**config.mk**
```make
export PLATFORM = sky130hd
export DESIGN_NAME = motion_flags_bank
export DESIGN_NICKNAME = d
export VERILOG_FILES = /design/src/motion_flags_pkg.sv /design/src/motion_flags_bank.sv /design/src/status_flag_compute.sv
export VERILOG_INCLUDE_DIRS = /design/src
export SDC_FILE = /design/constraint.sdc
export NUM_CORES = 1
export LEC_CHECK = 0
export BUFFER_PORTS_ARGS = -buffer_cell sky130_fd_sc_hd__buf_2
export CORE_UTILIZATION = 35
export DETAILED_ROUTE_END_ITERATION = 8
export PLACE_DENSITY_LB_ADDON = 0.15
export SLEW_MARGIN = 20
export SYNTH_ARGS = -nofsm -noshare
export SYNTH_HDL_FRONTEND = slang
export SYNTH_SLANG_ARGS = --single-unit
export TNS_END_PERCENT = 100
```
**constraint.sdc**
```tcl
create_clock -name clock -period 6.4 [get_ports clock]
set_clock_uncertainty 0.05 [all_clocks]
set_input_delay 0.96 -clock clock [delete_from_list [all_inputs] [get_ports clock]]
set_output_delay 0.96 -clock clock [all_outputs]
set_load 0.02 [all_outputs]
```
**src/motion_flags_map.svh**
```systemverilog
// Purpose: Addresses, bit positions and reset values of the event and status flag bank
// Assumes: Included by the bank modules by bare name
// Notes: Definitions only
//
// Summary of operation
// - Bit 18 sets on position mismatch beyond limit
// - Bit 19 sets when index event activates
// - Bit 20 sets on new encoder capture
// - Bit 21 sets on serial evaluation fault
// - Bit 23 sets on serial configuration received
// - Bit 24 sets when remote flag sets
// - Bit 26 sets when encoder velocity reaches zero
// - Bits 27/28: angle maximum, deviation inner limit
// - Bit 31 sets after reset
// - Status 0/1: position equals target/compare
// - Status 2: velocity equals maximum magnitude
// - Status 4:3 velocity state zero/positive/negative
// - Status 6:5 ramp state zero/accelerating/decelerating
// - Status 7-10: stop switches and soft limits
// - Status 12: home level differs from expected
// - Status 14 mismatch out of range, 15 index
// - Status 16: capture register rewritten
// - Status 17 value jump; separate multi-cycle flag
// - Status 19: deviation below closed-loop tolerance
// - Status 23:20 remote flags, cleared on request
// - Reserved event and status bits read as zero; both mask registers read back all 32 bits as written
// - Event read clears unprotected bits
// - Interrupt when any enabled event active
`ifndef MOTION_FLAGS_MAP_SVH
`define MOTION_FLAGS_MAP_SVH

// ****************************************
// Register addresses
// ****************************************
`define ADDR_W 7
`define ADDR_EVENT_PROTECT 7'h0C
`define ADDR_IRQ_SELECT 7'h0D
`define ADDR_EVENTS 7'h0E
`define ADDR_STATUS 7'h0F

// ****************************************
// Reset values
// ****************************************
`define RESET_PROTECT 32'h00000000
`define RESET_IRQ_SELECT 32'h00000000
`define RESET_EVENTS 32'h80000000
`define RESET_WORD 32'h00000000
`define RESET_REMOTE 4'h0

// ****************************************
// Event bit positions
// ****************************************
`define EV_MISMATCH 5'h12
`define EV_INDEX 5'h13
`define EV_CAPTURE 5'h14
`define EV_SERIAL_FAULT 5'h15
`define EV_SERIAL_CONFIG 5'h17
`define EV_REMOTE_FLAG 5'h18
`define EV_STANDSTILL 5'h1A
`define EV_ANGLE_MAX 5'h1B
`define EV_INNER_LIMIT 5'h1C
`define EV_RESET 5'h1F
`define EVENTS_IMPLEMENTED 32'h9DBC0000

// ****************************************
// Status bit positions
// ****************************************
`define ST_AT_TARGET 5'h00
`define ST_AT_COMPARE 5'h01
`define ST_AT_MAX_VEL 5'h02
`define ST_VEL_LSB 5'h03
`define ST_RAMP_LSB 5'h05
`define ST_LEFT_SWITCH 5'h07
`define ST_RIGHT_SWITCH 5'h08
`define ST_LEFT_SOFT 5'h09
`define ST_RIGHT_SOFT 5'h0A
`define ST_HOME_ERROR 5'h0C
`define ST_MISMATCH 5'h0E
`define ST_INDEX 5'h0F
`define ST_CAPTURE 5'h10
`define ST_VALUE_JUMP 5'h11
`define ST_WITHIN_TOL 5'h13
`define ST_REMOTE_LSB 5'h14

// ****************************************
// Field encodings
// ****************************************
`define VEL_ZERO 2'h0
`define VEL_POSITIVE 2'h1
`define VEL_NEGATIVE 2'h2
`define RAMP_CONSTANT 2'h0
`define RAMP_ACCEL 2'h1
`define RAMP_DECEL 2'h2

`endif

```
**src/motion_flags_pkg.sv**
```systemverilog
// Purpose: Types shared by the event and status flag bank
// Assumes: Nothing beyond the map header
// Notes: Types only
package motion_flags_pkg;

  typedef logic [31:0] word_t;
  typedef logic [6:0] reg_addr_t;
  typedef logic [3:0] remote_flags_t;

  typedef struct packed {
    word_t events;
    word_t protect;
    word_t irq_select;
    word_t rdata;
    logic rvalid;
    word_t level_prev;
    logic value_jump;
    logic multi_cycle_fail;
    remote_flags_t remote_flags;
  } bank_state_t;

endpackage

```
**src/motion_flags_bank.sv**
```systemverilog
// Purpose: Latched event register, live status register and event masks
// Assumes: Register port strobes are single-cycle and synchronous to clock
// Notes: Reads answer one cycle after the strobe; events read clear on that edge
`timescale 1ns/10ps
`include "motion_flags_map.svh"

module motion_flags_bank
#(
  parameter int POS_W = 32,
  parameter int VEL_W = 32
)
(
  // Clock and reset
  input wire logic clock,
  input wire logic rst_b,
  // Register access port
  input wire logic reg_select,
  input wire logic reg_write,
  input wire motion_flags_pkg::reg_addr_t reg_addr,
  input wire motion_flags_pkg::word_t reg_wdata,
  output motion_flags_pkg::word_t reg_rdata,
  output logic reg_rvalid,
  // Ramp generator state
  input wire logic signed [POS_W-1:0] actual_position,
  input wire logic signed [POS_W-1:0] target_position,
  input wire logic signed [POS_W-1:0] compare_position,
  input wire logic signed [VEL_W-1:0] actual_velocity,
  input wire logic signed [VEL_W-1:0] maximum_velocity,
  input wire logic signed [VEL_W-1:0] actual_acceleration,
  // Switches and homing
  input wire logic left_switch_active,
  input wire logic right_switch_active,
  input wire logic left_soft_limit_active,
  input wire logic right_soft_limit_active,
  input wire logic home_ref_level,
  input wire logic home_expected_level,
  // Incremental encoder
  input wire logic signed [POS_W-1:0] encoder_position,
  input wire logic [POS_W-1:0] mismatch_limit,
  input wire logic [POS_W-1:0] encoder_position_deviation,
  input wire logic [POS_W-1:0] closed_loop_tolerance,
  input wire logic signed [VEL_W-1:0] encoder_velocity,
  input wire logic index_active,
  input wire logic capture_strobe,
  // Closed loop
  input wire logic commutation_angle_at_max,
  // Serial encoder
  input wire logic serial_multi_cycle_fail,
  input wire logic serial_value_jump,
  input wire logic serial_config_done,
  input wire logic serial_request,
  input wire logic remote_flags_valid,
  input wire motion_flags_pkg::remote_flags_t remote_encoder_flags,
  // Flag outputs
  output logic multi_cycle_fail_flag,
  output logic interrupt_output
);
  import motion_flags_pkg::*;

  // ****************************************
  // State and live conditions
  // ****************************************
  bank_state_t state_reg;
  bank_state_t state_next;
  word_t live_word;
  word_t status_word;
  word_t level_cond;
  word_t pulse_cond;
  word_t event_set;
  logic read_events;
  logic write_protect;
  logic write_irq_select;
  logic remote_rising;
  remote_flags_t remote_base;
  logic read_any;
  word_t read_word;

  // ****************************************
  // Constants
  // ****************************************
  localparam int WORD_W = $bits(word_t);
  localparam word_t EVENT_BITS = `EVENTS_IMPLEMENTED;

  status_flag_compute
  #(
    .POS_W(POS_W),
    .VEL_W(VEL_W)
  )
  u_status
  (
    .actual_position(actual_position),
    .target_position(target_position),
    .compare_position(compare_position),
    .actual_velocity(actual_velocity),
    .maximum_velocity(maximum_velocity),
    .actual_acceleration(actual_acceleration),
    .left_switch_active(left_switch_active),
    .right_switch_active(right_switch_active),
    .left_soft_limit_active(left_soft_limit_active),
    .right_soft_limit_active(right_soft_limit_active),
    .home_ref_level(home_ref_level),
    .home_expected_level(home_expected_level),
    .encoder_position(encoder_position),
    .mismatch_limit(mismatch_limit),
    .encoder_position_deviation(encoder_position_deviation),
    .closed_loop_tolerance(closed_loop_tolerance),
    .index_active(index_active),
    .live_word(live_word)
  );

  // ****************************************
  // Register port decode
  // ****************************************
  always_comb
  begin
    read_any = reg_select && !reg_write;
    read_events = read_any && (reg_addr == `ADDR_EVENTS);
    write_protect = reg_select && reg_write && (reg_addr == `ADDR_EVENT_PROTECT);
    write_irq_select = reg_select && reg_write && (reg_addr == `ADDR_IRQ_SELECT);
  end

  // ****************************************
  // Full status word
  // ****************************************
  always_comb
  begin
    status_word = live_word;
    status_word[`ST_CAPTURE] = capture_strobe;
    status_word[`ST_VALUE_JUMP] = state_reg.value_jump;
    status_word[`ST_REMOTE_LSB +: 4] = state_reg.remote_flags;
  end

  // ****************************************
  // Event sources
  // ****************************************
  always_comb
  begin
    level_cond = `RESET_WORD;
    level_cond[`EV_MISMATCH] = live_word[`ST_MISMATCH];
    level_cond[`EV_INDEX] = index_active;
    level_cond[`EV_STANDSTILL] = encoder_velocity == '0;
    level_cond[`EV_ANGLE_MAX] = commutation_angle_at_max;
    level_cond[`EV_INNER_LIMIT] = live_word[`ST_WITHIN_TOL];
  end

  // ****************************************
  // Pulse event sources
  // ****************************************
  always_comb
  begin
    // A request in the same cycle empties the held flags before the new report
    remote_base = serial_request ? `RESET_REMOTE : state_reg.remote_flags;
    remote_rising = remote_flags_valid && |(remote_encoder_flags & ~remote_base);
    pulse_cond = `RESET_WORD;
    pulse_cond[`EV_CAPTURE] = capture_strobe;
    pulse_cond[`EV_SERIAL_FAULT] = serial_multi_cycle_fail || serial_value_jump;
    pulse_cond[`EV_SERIAL_CONFIG] = serial_config_done;
    pulse_cond[`EV_REMOTE_FLAG] = remote_rising;
  end

  // Level sources fire on their rising edge, pulse sources every cycle they are high
  genvar gi;
  generate
    for (gi = 0; gi < WORD_W; gi++)
    begin : g_event_set
      if (EVENT_BITS[gi])
      begin : g_used
        assign event_set[gi] = (level_cond[gi] && !state_reg.level_prev[gi])
          || pulse_cond[gi];
      end
      else
      begin : g_reserved
        assign event_set[gi] = 1'b0;
      end
    end
  endgenerate

  // ****************************************
  // Read data select
  // ****************************************
  always_comb
  begin
    case (reg_addr)
      `ADDR_EVENTS:
      begin
        read_word = state_reg.events & `EVENTS_IMPLEMENTED;
      end
      `ADDR_STATUS:
      begin
        read_word = status_word;
      end
      `ADDR_EVENT_PROTECT:
      begin
        read_word = state_reg.protect;
      end
      `ADDR_IRQ_SELECT:
      begin
        read_word = state_reg.irq_select;
      end
      default:
      begin
        read_word = `RESET_WORD;
      end
    endcase
  end

  // ****************************************
  // Next state
  // ****************************************
  always_comb
  begin
    state_next = state_reg;
    state_next.level_prev = level_cond;
    state_next.rvalid = read_any;
    state_next.rdata = read_any ? read_word : `RESET_WORD;
    if (write_protect)
    begin
      state_next.protect = reg_wdata;
    end
    if (write_irq_select)
    begin
      state_next.irq_select = reg_wdata;
    end
    // A set in the clearing cycle survives the read
    if (read_events)
    begin
      state_next.events = (state_reg.events & state_reg.protect) | event_set;
    end
    else
    begin
      state_next.events = state_reg.events | event_set;
    end
    // Serial flags restart with each transfer request; a new report wins
    if (serial_request)
    begin
      state_next.remote_flags = `RESET_REMOTE;
      state_next.value_jump = 1'b0;
      state_next.multi_cycle_fail = 1'b0;
    end
    if (remote_flags_valid)
    begin
      state_next.remote_flags = remote_encoder_flags;
    end
    if (serial_value_jump)
    begin
      state_next.value_jump = 1'b1;
    end
    if (serial_multi_cycle_fail)
    begin
      state_next.multi_cycle_fail = 1'b1;
    end
  end

  // ****************************************
  // State register
  // ****************************************
  always_ff @(posedge clock)
  begin
    if (!rst_b)
    begin
      state_reg.events <= `RESET_EVENTS;
      state_reg.protect <= `RESET_PROTECT;
      state_reg.irq_select <= `RESET_IRQ_SELECT;
      state_reg.rdata <= `RESET_WORD;
      state_reg.rvalid <= 1'b0;
      state_reg.level_prev <= `RESET_WORD;
      state_reg.value_jump <= 1'b0;
      state_reg.multi_cycle_fail <= 1'b0;
      state_reg.remote_flags <= `RESET_REMOTE;
    end
    else
    begin
      state_reg <= state_next;
    end
  end

  // ****************************************
  // Outputs
  // ****************************************
  always_comb
  begin
    reg_rdata = state_reg.rdata;
    reg_rvalid = state_reg.rvalid;
    multi_cycle_fail_flag = state_reg.multi_cycle_fail;
    interrupt_output = |(state_reg.events & state_reg.irq_select & `EVENTS_IMPLEMENTED);
  end

endmodule

```
**src/status_flag_compute.sv**
```systemverilog
// Purpose: Live status word built from the motion and encoder conditions
// Assumes: All inputs synchronous to the bank clock
// Notes: Purely combinational; the bank registers the result on a read
`timescale 1ns/10ps
`include "motion_flags_map.svh"

module status_flag_compute
#(
  parameter int POS_W = 32,
  parameter int VEL_W = 32
)
(
  // Ramp generator state
  input wire logic signed [POS_W-1:0] actual_position,
  input wire logic signed [POS_W-1:0] target_position,
  input wire logic signed [POS_W-1:0] compare_position,
  input wire logic signed [VEL_W-1:0] actual_velocity,
  input wire logic signed [VEL_W-1:0] maximum_velocity,
  input wire logic signed [VEL_W-1:0] actual_acceleration,
  // Switches and homing
  input wire logic left_switch_active,
  input wire logic right_switch_active,
  input wire logic left_soft_limit_active,
  input wire logic right_soft_limit_active,
  input wire logic home_ref_level,
  input wire logic home_expected_level,
  // Encoder
  input wire logic signed [POS_W-1:0] encoder_position,
  input wire logic [POS_W-1:0] mismatch_limit,
  input wire logic [POS_W-1:0] encoder_position_deviation,
  input wire logic [POS_W-1:0] closed_loop_tolerance,
  input wire logic index_active,
  // Result
  output motion_flags_pkg::word_t live_word
);
  import motion_flags_pkg::*;

  logic signed [POS_W:0] pos_diff;
  logic [POS_W:0] pos_diff_abs;
  logic [VEL_W-1:0] maximum_velocity_abs;
  logic [1:0] vel_state;
  logic [1:0] ramp_state;

  always_comb
  begin
    pos_diff = {actual_position[POS_W-1], actual_position}
      - {encoder_position[POS_W-1], encoder_position};
    pos_diff_abs = pos_diff[POS_W] ? (POS_W+1)'(-pos_diff) : pos_diff;
    maximum_velocity_abs = maximum_velocity[VEL_W-1] ? VEL_W'(-maximum_velocity) : maximum_velocity;
    if (actual_velocity == '0)
      vel_state = `VEL_ZERO;
    else if (actual_velocity[VEL_W-1])
      vel_state = `VEL_NEGATIVE;
    else
      vel_state = `VEL_POSITIVE;
    if (actual_acceleration == '0)
      ramp_state = `RAMP_CONSTANT;
    else if (actual_acceleration[VEL_W-1])
      ramp_state = `RAMP_DECEL;
    else
      ramp_state = `RAMP_ACCEL;
    live_word = `RESET_WORD;
    live_word[`ST_AT_TARGET] = actual_position == target_position;
    live_word[`ST_AT_COMPARE] = actual_position == compare_position;
    live_word[`ST_AT_MAX_VEL] = actual_velocity == $signed(maximum_velocity_abs);
    live_word[`ST_VEL_LSB +: 2] = vel_state;
    live_word[`ST_RAMP_LSB +: 2] = ramp_state;
    live_word[`ST_LEFT_SWITCH] = left_switch_active;
    live_word[`ST_RIGHT_SWITCH] = right_switch_active;
    live_word[`ST_LEFT_SOFT] = left_soft_limit_active;
    live_word[`ST_RIGHT_SOFT] = right_soft_limit_active;
    live_word[`ST_HOME_ERROR] = home_ref_level != home_expected_level;
    live_word[`ST_MISMATCH] = pos_diff_abs > {1'b0, mismatch_limit};
    live_word[`ST_INDEX] = index_active;
    live_word[`ST_WITHIN_TOL] = encoder_position_deviation < closed_loop_tolerance;
  end

endmodule

```
Word-level counts from Yosys, hierarchy flattened
Cells that the tools add are included.
Word-level totals
  flip-flop bits (word level): 140
  bits of input ports: 413
  output and inout port bits: 35
  word-level logic and storage cells: 68
Operators by class
  add/subtract/negate cells: 3
  $lt $le $gt $ge: 2
  equal/unequal tests: 8
  mux-type cells: 13
  bitwise gates (word level): 6
  reduce and logical (&&, ||, !) cells: 27
Operators by type and width (count)
  $pmux W32 S4: 1
  $eq A32 B32 Y1: 3
  $logic_not A32 Y1: 3
  $and A32 B32 Y32: 2
  $mux W32: 2
  $or A32 B29 Y32: 2
  $gt A33 B32 Y1: 1
  $mux W33: 1
  $neg A33 Y33: 1
  $sub A32 B32 Y33: 1
  $lt A32 B32 Y1: 1
  $neg A32 Y32: 1
  $eq A7 B4 Y1 const B: 4
  $logic_and A1 B1 Y1: 11
  $reduce_or A10 Y1: 1
  $mux W2: 4
  $mux W4: 2
  $logic_not A1 Y1: 6
  $mux W6: 1
  $reduce_bool A2 Y1: 3
  $and A4 B4 Y4: 1
  $not A4 Y4: 1
  $reduce_or A4 Y1: 1
  $mux W1: 2
  3 further kinds: 3

Longest topological paths before layout
Gate-level depths: netlist of the first run.
  depth after elaboration: 7
  depth in mapped cells: 25
  mapped depth without buffers: 23

Hierarchy
From an unflattened synthesis of the first run, not the netlist that was laid out.
Unflattened totals
  cells, all modules: 1500
  area, all modules: 11703.7 µm²
By module, submodules not included
  status_flag_compute: instances 1, cells each 980, area an instance 6790.3 µm², seq. area each 0.0 µm²
  motion_flags_bank: instances 1, cells each 520, area an instance 4913.5 µm², seq. area each 2362.3 µm²

Least setup slack after synthesis of the first run
Ideal clock, no wire load.
  path kind: input -> register
  start: in actual_position[0]
  end: reg state_reg, in the netlist reg_rdata[14]
  library setup time: 0.132 ns
  data arrival time: 5.253 ns
  required time: 6.218 ns
  slack: 0.964 ns
  stages: 24
  path buffers: 1
  cell sequence: inv_1 ha_1 fa_1 nor2b_4 o31ai_2 a31oi_1 a211o_1 nand2_1 o41ai_1 and2_0 buf_2 nor2_1 xnor2_1 ha_1 a21o_1 a21o_1 a21oi_1 o21ai_0 a2111oi_0 nor2_1 o21bai_1 a41o_1 o21a_1 a21oi_1
On the way
  cells in the longest elaborated chain, start to end: 5
RTL lines
  from (decl): line motion_flags_bank.sv:24  | input wire logic signed [POS_W-1:0] actual_position,
  $sub A32 B32 Y33 (*): line status_flag_compute.sv:47  | - {encoder_position[POS_W-1], encoder_position};
  $neg A33 Y33: line status_flag_compute.sv:48  | pos_diff_abs = pos_diff[POS_W] ? (POS_W+1)'(-pos_diff) : pos_diff;
  $mux W33 (*): line status_flag_compute.sv:48
  $gt A33 B32 Y1 (*): line status_flag_compute.sv:73  | live_word[`ST_MISMATCH] = pos_diff_abs > {1'b0, mismatch_limit};
  $pmux W32 S4 (*): line motion_flags_bank.sv:183  | case (reg_addr)
  to (signal assigned): line motion_flags_bank.sv:273  | state_reg <= state_next;
  to (decl): line motion_flags_bank.sv:63  | bank_state_t state_reg;
Every way passes the cells marked *; elsewhere a longest branch is shown, timed or not.
A chain may end at the register's enable or synchronous reset.

Worst setup path after layout of the first run
Ends and elaborated chain as after synthesis.

==> summary.txt, run 1 <==
Layout
  • Register area: between 2000 and 2500 um^2
  • Final instance area: 14,400 um^2
  • FILL cells: 3,321
  • Area grow syn2layout: 25.7%
  • Share of cells above drive strength 1: roughly 27%
  • Post-layout util: 45.2%
  • Multi-input gate area: just over 8000 um^2
  • Post-layout net count: between 2k and 2.5k
  • Max reg flops: 84

Global route
  • Vias in the first global route: between 10k and 15k
  • Global-route wire length before repair: about 64 mm
  • Gr usage total: 24.2%
  • Initial antenna violation count: 9
  • Largest net degree at the start of global routing: 51
  • GR Overflow Total: 0

Timing
  • Fin Hold WS: approximately 0.37 ns
  • Max Clock Freq: 171 MHz
  • Max-slew headroom: a little over a third
  • RSZ-0062 raised after global routing: false
  • Final count of hold timing violations: 0
  • Worst-Margin Slew: around 0.97 ns
  • # setup viols final: 0
  • Fin. max-slew vios: 0
  • Post-route setup slack: between 0.5 and 0.6 ns
  • Final period util: between 90 and 100%
  • Final min period: 5.86 ns

Power and ir drop
  • Combinational share of power: roughly 36%
  • Int Pwr: roughly 1700 uW
  • Tot Pwr: ~2600 uW
  • Leak pwr: 0.00647 uW
  • Sw Pwr: approximately 900 uW
  • Clock share of power: between 30% and 40%
  • VDD IR-drop max: approximately 0.18 mV
  • Sw Ratio: about 34%
  • Pwr Density: about 180 nW/um^2
  • Sequential power share: 29.0%

Logic synthesis
  • Top cells by count, synth: 193 x nand2_1, 154 x a21oi_1, 123 x xnor2_1, 118 x dfxtp_1, 118 x inv_1
  • Top cell type by total area after synthesis: dfxtp_1
  • Syn Std Cell Area: approximately 11,000 um^2
  • Cells after Synth: roughly 1.6k
  • Synth cell types: 80
  • Post-Syn Area per Cell: between 7 and 8 um^2
  • Sequential fraction of the synthesis area: 20.7%
  • Post-synth EDFFs: 0
  • Mapped Nets: approximately 2.1k
  • Most common flop cell mapped by yosys: dfxtp_1
  • Top-count cell post-synth: nand2_1
  • Yosys top cell area share: 20.7%
  • Register bit total from synthesis: about 120
  • Ranking of synthesized cells by area: dfxtp_1 21%, ha_1 11%, xnor2_1 9.4%, a21oi_1 6.7%, nand2_1 6.3%
  • Yosys warns: 0
  • FFs w/ async S/R, synth: 0%

Route
  • Remaining DRCs: 0
  • Initial DRC Count: around 700
  • Via density: between 5 and 6
  • Via count: about 13k
  • Routed WL per cell: roughly 17 um
  • Routed Wire Length: around 40 mm
  • Detail Route Antenna Nets: 0
  • DR pass1 iterations: 5

Floorplanning
  • Die width: 183 um
  • Cell Rows: 65
  • CORE AREA: between 30,000 and 40,000 um^2
  • Initial Util: a little over a third
  • Die height: between 150 and 200 um
  • Ports: 448
  • Die area: 33,400 um^2

Critical path
  • Worst Setup Start Kind: input port
  • Setup CP Type: input port to register
  • Critical path arrival: between 6 and 7 ns
  • Critical path fanouts, max: 9
  • Worst Path Required: 6.63 ns
  • CP Capture Type: register

CTS
  • H-tree depth: 4
  • CTS clk-pin slew, worst paths: ~0.05 ns
  • TritonCTS clock tree: yes
  • Longest Clk Path Bufs: 2
  • Post-CTS Setup Bufs: 0
  • Total CTS buffers: 17
  • Post-CTS Hold Buffers: 0
  • Clock sinks: 118
  • Root buffer cell: clkbuf_16
  • Clk Latency, worst-skew pair: approximately 0.4 ns

Place
  • Placed Area: about 14,000 um^2
  • Post-DP HPWL: around 33 mm
  • IO buf count: between 400 and 500
  • Place WS: -0.0622 ns
  • Routability-driven placement congestion ratio: between 0.9 and 1

Min path
  • Hold Crit Class: register to register

Flow run
  • Max_cap viols: 0

Status
  • Status: complete, no violations
-- power by group through the flow --
stage,clock network (uW),registers (uW),logic (uW)
2_1_floorplan,0,769,608
3_3_place_gp,0,773,923
3_5_place_dp,0,773,940
4_1_cts,915,757,946
5_1_grt,952,758,1060
6_report,903,756,949
-- final timing paths --
| check | to | slack, ns | startpoint | cells past startpoint |
|---|---|---|---|---|
| setup reg to reg | reg_rdata[23] | 5.23 | state_reg[94] | 2 |
| hold / removal | state_reg[163] | 0.37 | state_reg[34] | 1 |
| hold reg to reg | state_reg[163] | 0.37 | state_reg[34] | 1 |
| setup / recovery | reg_rdata[14] | 0.54 | actual_position[0] | 24 |
-- timing repair --
item / CTS / global route
endpoints found under the hold margin: 0 / 0
setup endpoints to repair: 0 / 3
gates resized for setup: 0 / 1
-- logic make-up (layout without fill, tap and decap cells) --
kind of cell | count (synthesis) | in the layout | share of synthesized area [%]
other | 0 | 6 | 0
adders and majority gates | 98 | 98 | 10.8
DFF | 118 | 118 | 20.7
xor gates and xnor gates | 158 | 158 | 12.1
AOI/OAI and AO/OA | 386 | 386 | 21.1
muxes | 28 | 28 | 2.90
buffers and inverters | 218 | 609 | 8.47
and+or+nand+nor | 554 | 554 | 24.0
-- stage by stage --
step,setup TNS (ns),cells
3_3_place_gp,0,2354
6_report,0,2392
4_1_cts,0,2386
2_1_floorplan,0,1560
5_1_grt,0,2392
3_5_place_dp,-0.111,2354
-- layer usage --
| metal | track usage (%) | wire (um) |
|---|---|---|
| met2 | 39.7 | 18700 |
| met3 | 3.49 | 2470 |
| met4 | 7.19 | 833 |
| met5 | 0 | 23 |
| met1 | 32.7 | 18900 |
-- final cells by class --
type                       instances  area share, %
multi-input combinational       1224           56.4
timing repair buffer             458           16.1
tap                              435           3.79
sequential                       118           16.4
antenna                            6          0.105
clock inverter                    14          0.897
inverter                         119           3.11
clock buffer                      18           3.06
-- layout by cell type (no fill, tap or decap), types with 17 or more instances in the layout --
cell,synthesis,routed
a21oi_1,154,154
nor2_1,109,109
nand2_1,193,193
inv_1,118,118
xor2_1,35,35
a21o_1,28,28
ha_1,97,97
clkbuf_16,0,17
xnor2_1,123,123
nor4_1,41,40
a22oi_1,25,25
buf_2,8,447
nand3_1,29,29
o21ai_0,73,73
nor3_1,24,24
dfxtp_1,118,118
nand4_1,58,58
-- worst max-delay path, cell delays in order --
cell and delay, ns:
buf_2 0.14, inv_1 0.12, ha_1 0.25, fa_1 0.44
nor2b_4 0.20, o31ai_2 0.12, a31oi_1 0.35, a211o_1 0.22
nand2_1 0.08, o41ai_2 0.50, nand2_1 0.29, o21ai_0 0.18
xnor2_1 0.16, ha_1 0.28, a21o_1 0.17, a21o_1 0.17
a21oi_1 0.12, o21ai_0 0.12, a2111oi_0 0.49, nor2_1 0.11
o21bai_1 0.17, a41o_1 0.25, o21a_1 0.14, a21oi_1 0.06
Note: power is estimated with default switching activity, not from simulation.
==> inputs of run 2 (changes only) <==
Settings changed: BUFFER_PORTS_ARGS -buffer_cell sky130_fd_sc_hd__buf_2 to not set, DONT_BUFFER_PORTS set to 1, RECOVER_POWER set to 25.
==> summary.txt, run 2 (synthesis results as in run 1) <==
CTS
  • Total CTS buffers: 17
  • H-tree depth: 4
  • Post-CTS Setup Bufs: 0
  • Clock sinks: between 100 and 150
  • Root buffer cell: clkbuf_16
  • CTS clk-pin slew, worst paths: ~0.06 ns
  • TritonCTS clock tree: yes
  • Post-CTS Resized: 0
  • Post-CTS Hold Buffers: 0
  • Clk Latency, worst-skew pair: slightly above 0.4 ns
  • Longest Clk Path Bufs: 2

Global route
  • Global-route wire length before repair: 59.9 mm
  • Initial antenna violation count: 1
  • GR Overflow Total: 0
  • Vias in the first global route: roughly 11k
  • Largest net degree at the start of global routing: 53
  • Gr usage total: approximately 23%

Floorplanning
  • CORE AREA: roughly 32,000 um^2
  • Die area: 33,400 um^2
  • Initial Util: between 30% and 40%
  • Cell Rows: between 60 and 70
  • Die width: around 180 um
  • Ports: about 450
  • Die height: ~180 um

Place
  • Post-DP HPWL: between 30 and 40 mm
  • Placed Area: 11,600 um^2
  • IO buf count: 0
  • Routability-driven placement congestion ratio: ~0.9

Route
  • Initial DRC Count: around 600
  • Via count: roughly 11k
  • Detail Route Antenna Nets: 0
  • Via density: 5.65
  • DR pass1 iterations: 5
  • Routed Wire Length: between 30 and 40 mm
  • Remaining DRCs: 0
  • Routed WL per cell: 20.3 um

Timing
  • Final period util: 91.0%
  • # setup viols final: 0
  • Fin. max-slew vios: 30
  • Post-Route Setup TNS: 0 ns
  • Final count of hold timing violations: 0
  • Fin Hold WS: roughly 0.37 ns
  • Final min period: just under 6 ns
  • RSZ-0062 raised after global routing: false
  • Worst-Margin Slew: around 1.7 ns
  • Max-slew headroom: -12.1%
  • Max Clock Freq: ~170 MHz

Status
  • Failing checks: max-capacitance violations, max-slew violations
  • Status: complete, but fails checks

Power and ir drop
  • Leak pwr: 0.00466 uW
  • VDD IR-drop max: ~0.18 mV
  • Pwr Density: around 200 nW/um^2

Critical path
  • Cell with the largest stage delay on the worst path: o41ai_1
  • Max incr delay on CP: approximately 0.60 ns
  • Worst Setup Start Kind: input port
  • Worst-path cell chain: inv_1 -> ha_1 -> fa_1 -> nor2b_4 -> o31ai_2 -> a31oi_1 -> a211o_1 -> nand2_1 -> o41ai_1 -> nand2_1 -> o21ai_0 -> xnor2_1 -> ha_1 -> a21o_1 -> a21o_1 -> a21oi_1 -> o21ai_0 -> a2111oi_0 -> nor2_1 -> o21bai_1 -> a41o_1 -> o21a_1 -> a21oi_1
  • CP Capture Type: register
  • Setup CP Type: input port to register
  • Critical path arrival: between 5 and 6 ns
  • Worst Path Required: between 6 and 7 ns
  • Critical path fanouts, max: 8

Layout
  • Commonest cells after routing, fill and taps aside: 193 x nand2_1, 154 x a21oi_1, 123 x xnor2_1
  • Area grow syn2layout: 6.26%
  • Final instance area: between 10,000 and 15,000 um^2
  • Max reg flops: between 80 and 90
  • Post-layout util: a little under two fifths
  • Share of cells above drive strength 1: between 5 and 6%
  • Post-layout net count: 2,004
  • Commonest non-fill, non-tap cell in the layout: nand2_1

Flow run
  • Max_cap viols: 1

Min path
  • Hold Crit Class: register to register
run 2: worst paths after layout:
kind                       from              to  slack (ns)  cells after the start
max          actual_position[0]   reg_rdata[14]        0.57                     23
min               state_reg[34]  state_reg[163]        0.37                      1
max reg2reg        state_reg[3]   reg_rdata[23]        5.25                      2
min reg2reg       state_reg[34]  state_reg[163]        0.37                      1
run 2: power breakdown:
part | leakage [uW] | internal (uW) | switching (uW)
Combinational | 0.00343 | 334 | 442
Sequential | 0.000955 | 748 | 10.6
Clock | 0.000271 | 585 | 358
Total | 0.00466 | 1670 | 811
run 2: stage by stage:
stage	setup WS (ns)	std cells	power, uW
detailed placement	0.257	1909	1540
CTS	0.689	1941	2490
floorplan	0.964	1560	1380
finish	0.574	1942	2480
global route	0.155	1941	2630
global placement	0.385	1909	1540
run 2: layout make-up:
class                   count  area (um^2)
multi-input cells        1224         8100
flip-flops and latches    118         2360
fillers                  3368        19700
well taps                 435          544
clock inverters            14          150
inverters                 119          447
clock buffers              18          439
repair buffers             13         93.8
diodes                      1         2.50
run 2: metal layers:
metal	up-vias	part of all wire, %	global-route usage (%)
li1	5357	-	-
met1	5146	45	30.7
met2	429	45	37.1
met3	33	7.9	6.09
met4	0	1.5	4.44
met5	-	0	0
run 2: critical path, delay by kind of cell:
family / cells / cell delay (ns)
AO/OA/AOI/OAI: 14 / 3.10
adder cells (fa/ha/maj): 3 / 0.96
XOR/XNOR: 1 / 0.15
AND/OR/NAND/NOR: 4 / 0.71
buffers and inverters: 1 / 0.10
==> inputs of run 3 (changes only) <==
Settings changed: PLACE_DENSITY_LB_ADDON 0.15 to not set.
==> summary.txt, run 3 (synthesis results as in run 1) <==
Flow run
  • Max_cap viols: 0

Critical path
  • Worst Setup Start Kind: input port
  • R2R Setup Slk: roughly 5.3 ns
  • Worst-path cell chain: inv_1 -> ha_1 -> fa_1 -> nor2b_4 -> o31ai_2 -> a31oi_1 -> a211o_1 -> nand2_1 -> o41ai_1 -> nand2_1 -> o21ai_0 -> xnor2_1 -> ha_1 -> a21o_1 -> a21o_1 -> a21oi_1 -> o21ai_0 -> a2111oi_0 -> nor2_1 -> o21bai_1 -> a41o_1 -> o21a_1 -> a21oi_1
  • Critical path fanouts, max: 10
  • Critical path arrival: approximately 6 ns
  • R2R depth: 2
  • Setup CP Type: input port to register
  • Cell with the largest stage delay on the worst path: o41ai_1
  • Max incr delay on CP: approximately 0.66 ns
  • FF-to-FF End: reg_rdata[23]
  • Worst Path Required: 6.60 ns
  • CP Capture Type: register
  • Reg-to-reg critical path startpoint: state_reg[94]

Floorplanning
  • Ports: 448
  • Die area: about 33,000 um^2
  • Cell Rows: 65
  • Initial Util: 35.9%
  • Die width: approximately 180 um
  • Die height: 183 um
  • CORE AREA: ~32,000 um^2

Route
  • Via count: ~11k
  • Remaining DRCs: 0
  • DR pass1 iterations: 5
  • Initial DRC Count: between 900 and 1k
  • Detail Route Antenna Nets: 0
  • Routed WL per cell: between 20 and 25 um
  • Via density: around 5.7
  • Routed Wire Length: ~40 mm

CTS
  • Post-CTS Setup Bufs: 0
  • Post-CTS Hold Buffers: 0
  • Root buffer cell: clkbuf_16
  • Total CTS buffers: 17
  • Clk Latency, worst-skew pair: 0.41 ns
  • CTS clk-pin slew, worst paths: about 0.07 ns
  • Longest Clk Path Bufs: 2
  • Clock sinks: 118
  • TritonCTS clock tree: yes
  • H-tree depth: 4
  • Post-CTS Resized: 0

Layout
  • Share of cells above drive strength 1: 5.51%
  • Area grow syn2layout: 6.06%
  • Commonest cells after routing, fill and taps aside: 193 x nand2_1, 154 x a21oi_1, 123 x xnor2_1
  • FILL cells: 3,336
  • Post-layout net count: roughly 2.0k
  • Commonest non-fill, non-tap cell in the layout: nand2_1
  • Max reg flops: 84

Global route
  • Global-route wire length before repair: around 60 mm
  • Met2 Usage GRT: between 30% and 40%
  • Initial antenna violation count: 5
  • Vias in the first global route: about 11k
  • GR Overflow Total: 0
  • Met3 usage: under 10%
  • Gr usage total: 22.9%
  • Busiest layer in global routing: met2
  • Grt met1 use: 30.9%
  • Largest net degree at the start of global routing: 81

Place
  • Place WS: around 0.14 ns
  • IO buf count: 0
  • Post-DP HPWL: 32.2 mm
  • Routability-driven placement congestion ratio: about 0.99

Power and ir drop
  • Tot Pwr: approximately 2400 uW
  • Leak pwr: around 0.0047 uW
  • VDD IR-drop max: between 0.2 and 0.25 mV
  • Pwr Density: 201 nW/um^2

Timing
  • Worst-Margin Slew: approximately 0.90 ns
  • Max-slew headroom: ~40%
  • Final period util: between 90% and 100%
  • Post-route setup slack: 0.513 ns
  • Max Clock Freq: ~170 MHz
  • Fin. max-slew vios: 0
  • Post-Route Setup TNS: 0 ns
  • Fin Hold WS: 0.382 ns
  • Final count of hold timing violations: 0
  • Final min period: ~6 ns
  • RSZ-0062 raised after global routing: false
  • # setup viols final: 0

Min path
  • Endpoint of the worst hold path: state_reg[163]
  • Hold_sp: state_reg[34]
  • Hold path depth: 1
  • Hold Crit Class: register to register

Status
  • Status: complete, no violations
[run 3: critical path, delay by kind of cell]
| family | cells | cell delay [ns] |
|---|---|---|
| AOI/OAI and AO/OA | 14 | 3.20 |
| xor gates and xnor gates | 1 | 0.15 |
| adders and majority gates | 3 | 0.97 |
| buffers and inverters | 1 | 0.10 |
| and+or+nand+nor | 4 | 0.72 |
[run 3: worst max path at each step]
| stage | start | to | slack, ns | cells past startpoint |
|---|---|---|---|---|
| CTS | actual_position[0] | state_reg[153] | 0.57 | 23 |
| global route | actual_position[0] | reg_rdata[14] | 0.13 | 23 |
| floorplan | actual_position[0] | reg_rdata[14] | 0.96 | 24 |
| global placement | actual_position[0] | state_reg[153] | 0.36 | 23 |
| detailed placement | actual_position[0] | state_reg[153] | 0.14 | 23 |
| finish | actual_position[0] | state_reg[153] | 0.51 | 23 |
[run 3: metrics by stage]
step           area [um^2]  util (%)  std cells
6_report             12100      38.1       1945
5_1_grt              12100      38.1       1944
4_1_cts              12100      38.1       1940
3_5_place_dp         11500      36.3       1908
3_3_place_gp         11500      36.3       1908
2_1_floorplan        11400         -       1560
[run 3: per-layer routing]
layer | part of all wire [%] | routed length [um]
met5 | 0 | 0
met4 | 1.6 | 621
met3 | 8.1 | 3200
met2 | 44 | 17600
met1 | 46 | 18200
[run 3: area by class of cell]
class                      count  area, um^2  share of cell area (%)
inverter                     119         447                    3.69
multi-input combinational   1224        8100                    66.9
clock inverter                15         134                    1.10
timing repair buffer          12        90.1                   0.743
antenna                        5        12.5                   0.103
clock buffer                  17         425                    3.51
tap                          435         544                    4.49
sequential                   118        2360                    19.5
[run 3: power by group]
part / switching, uW / total [uW] / internal [uW]
Combinational: 441 / 774 / 333
Clock: 391 / 901 / 511
Sequential: 11.3 / 759 / 747
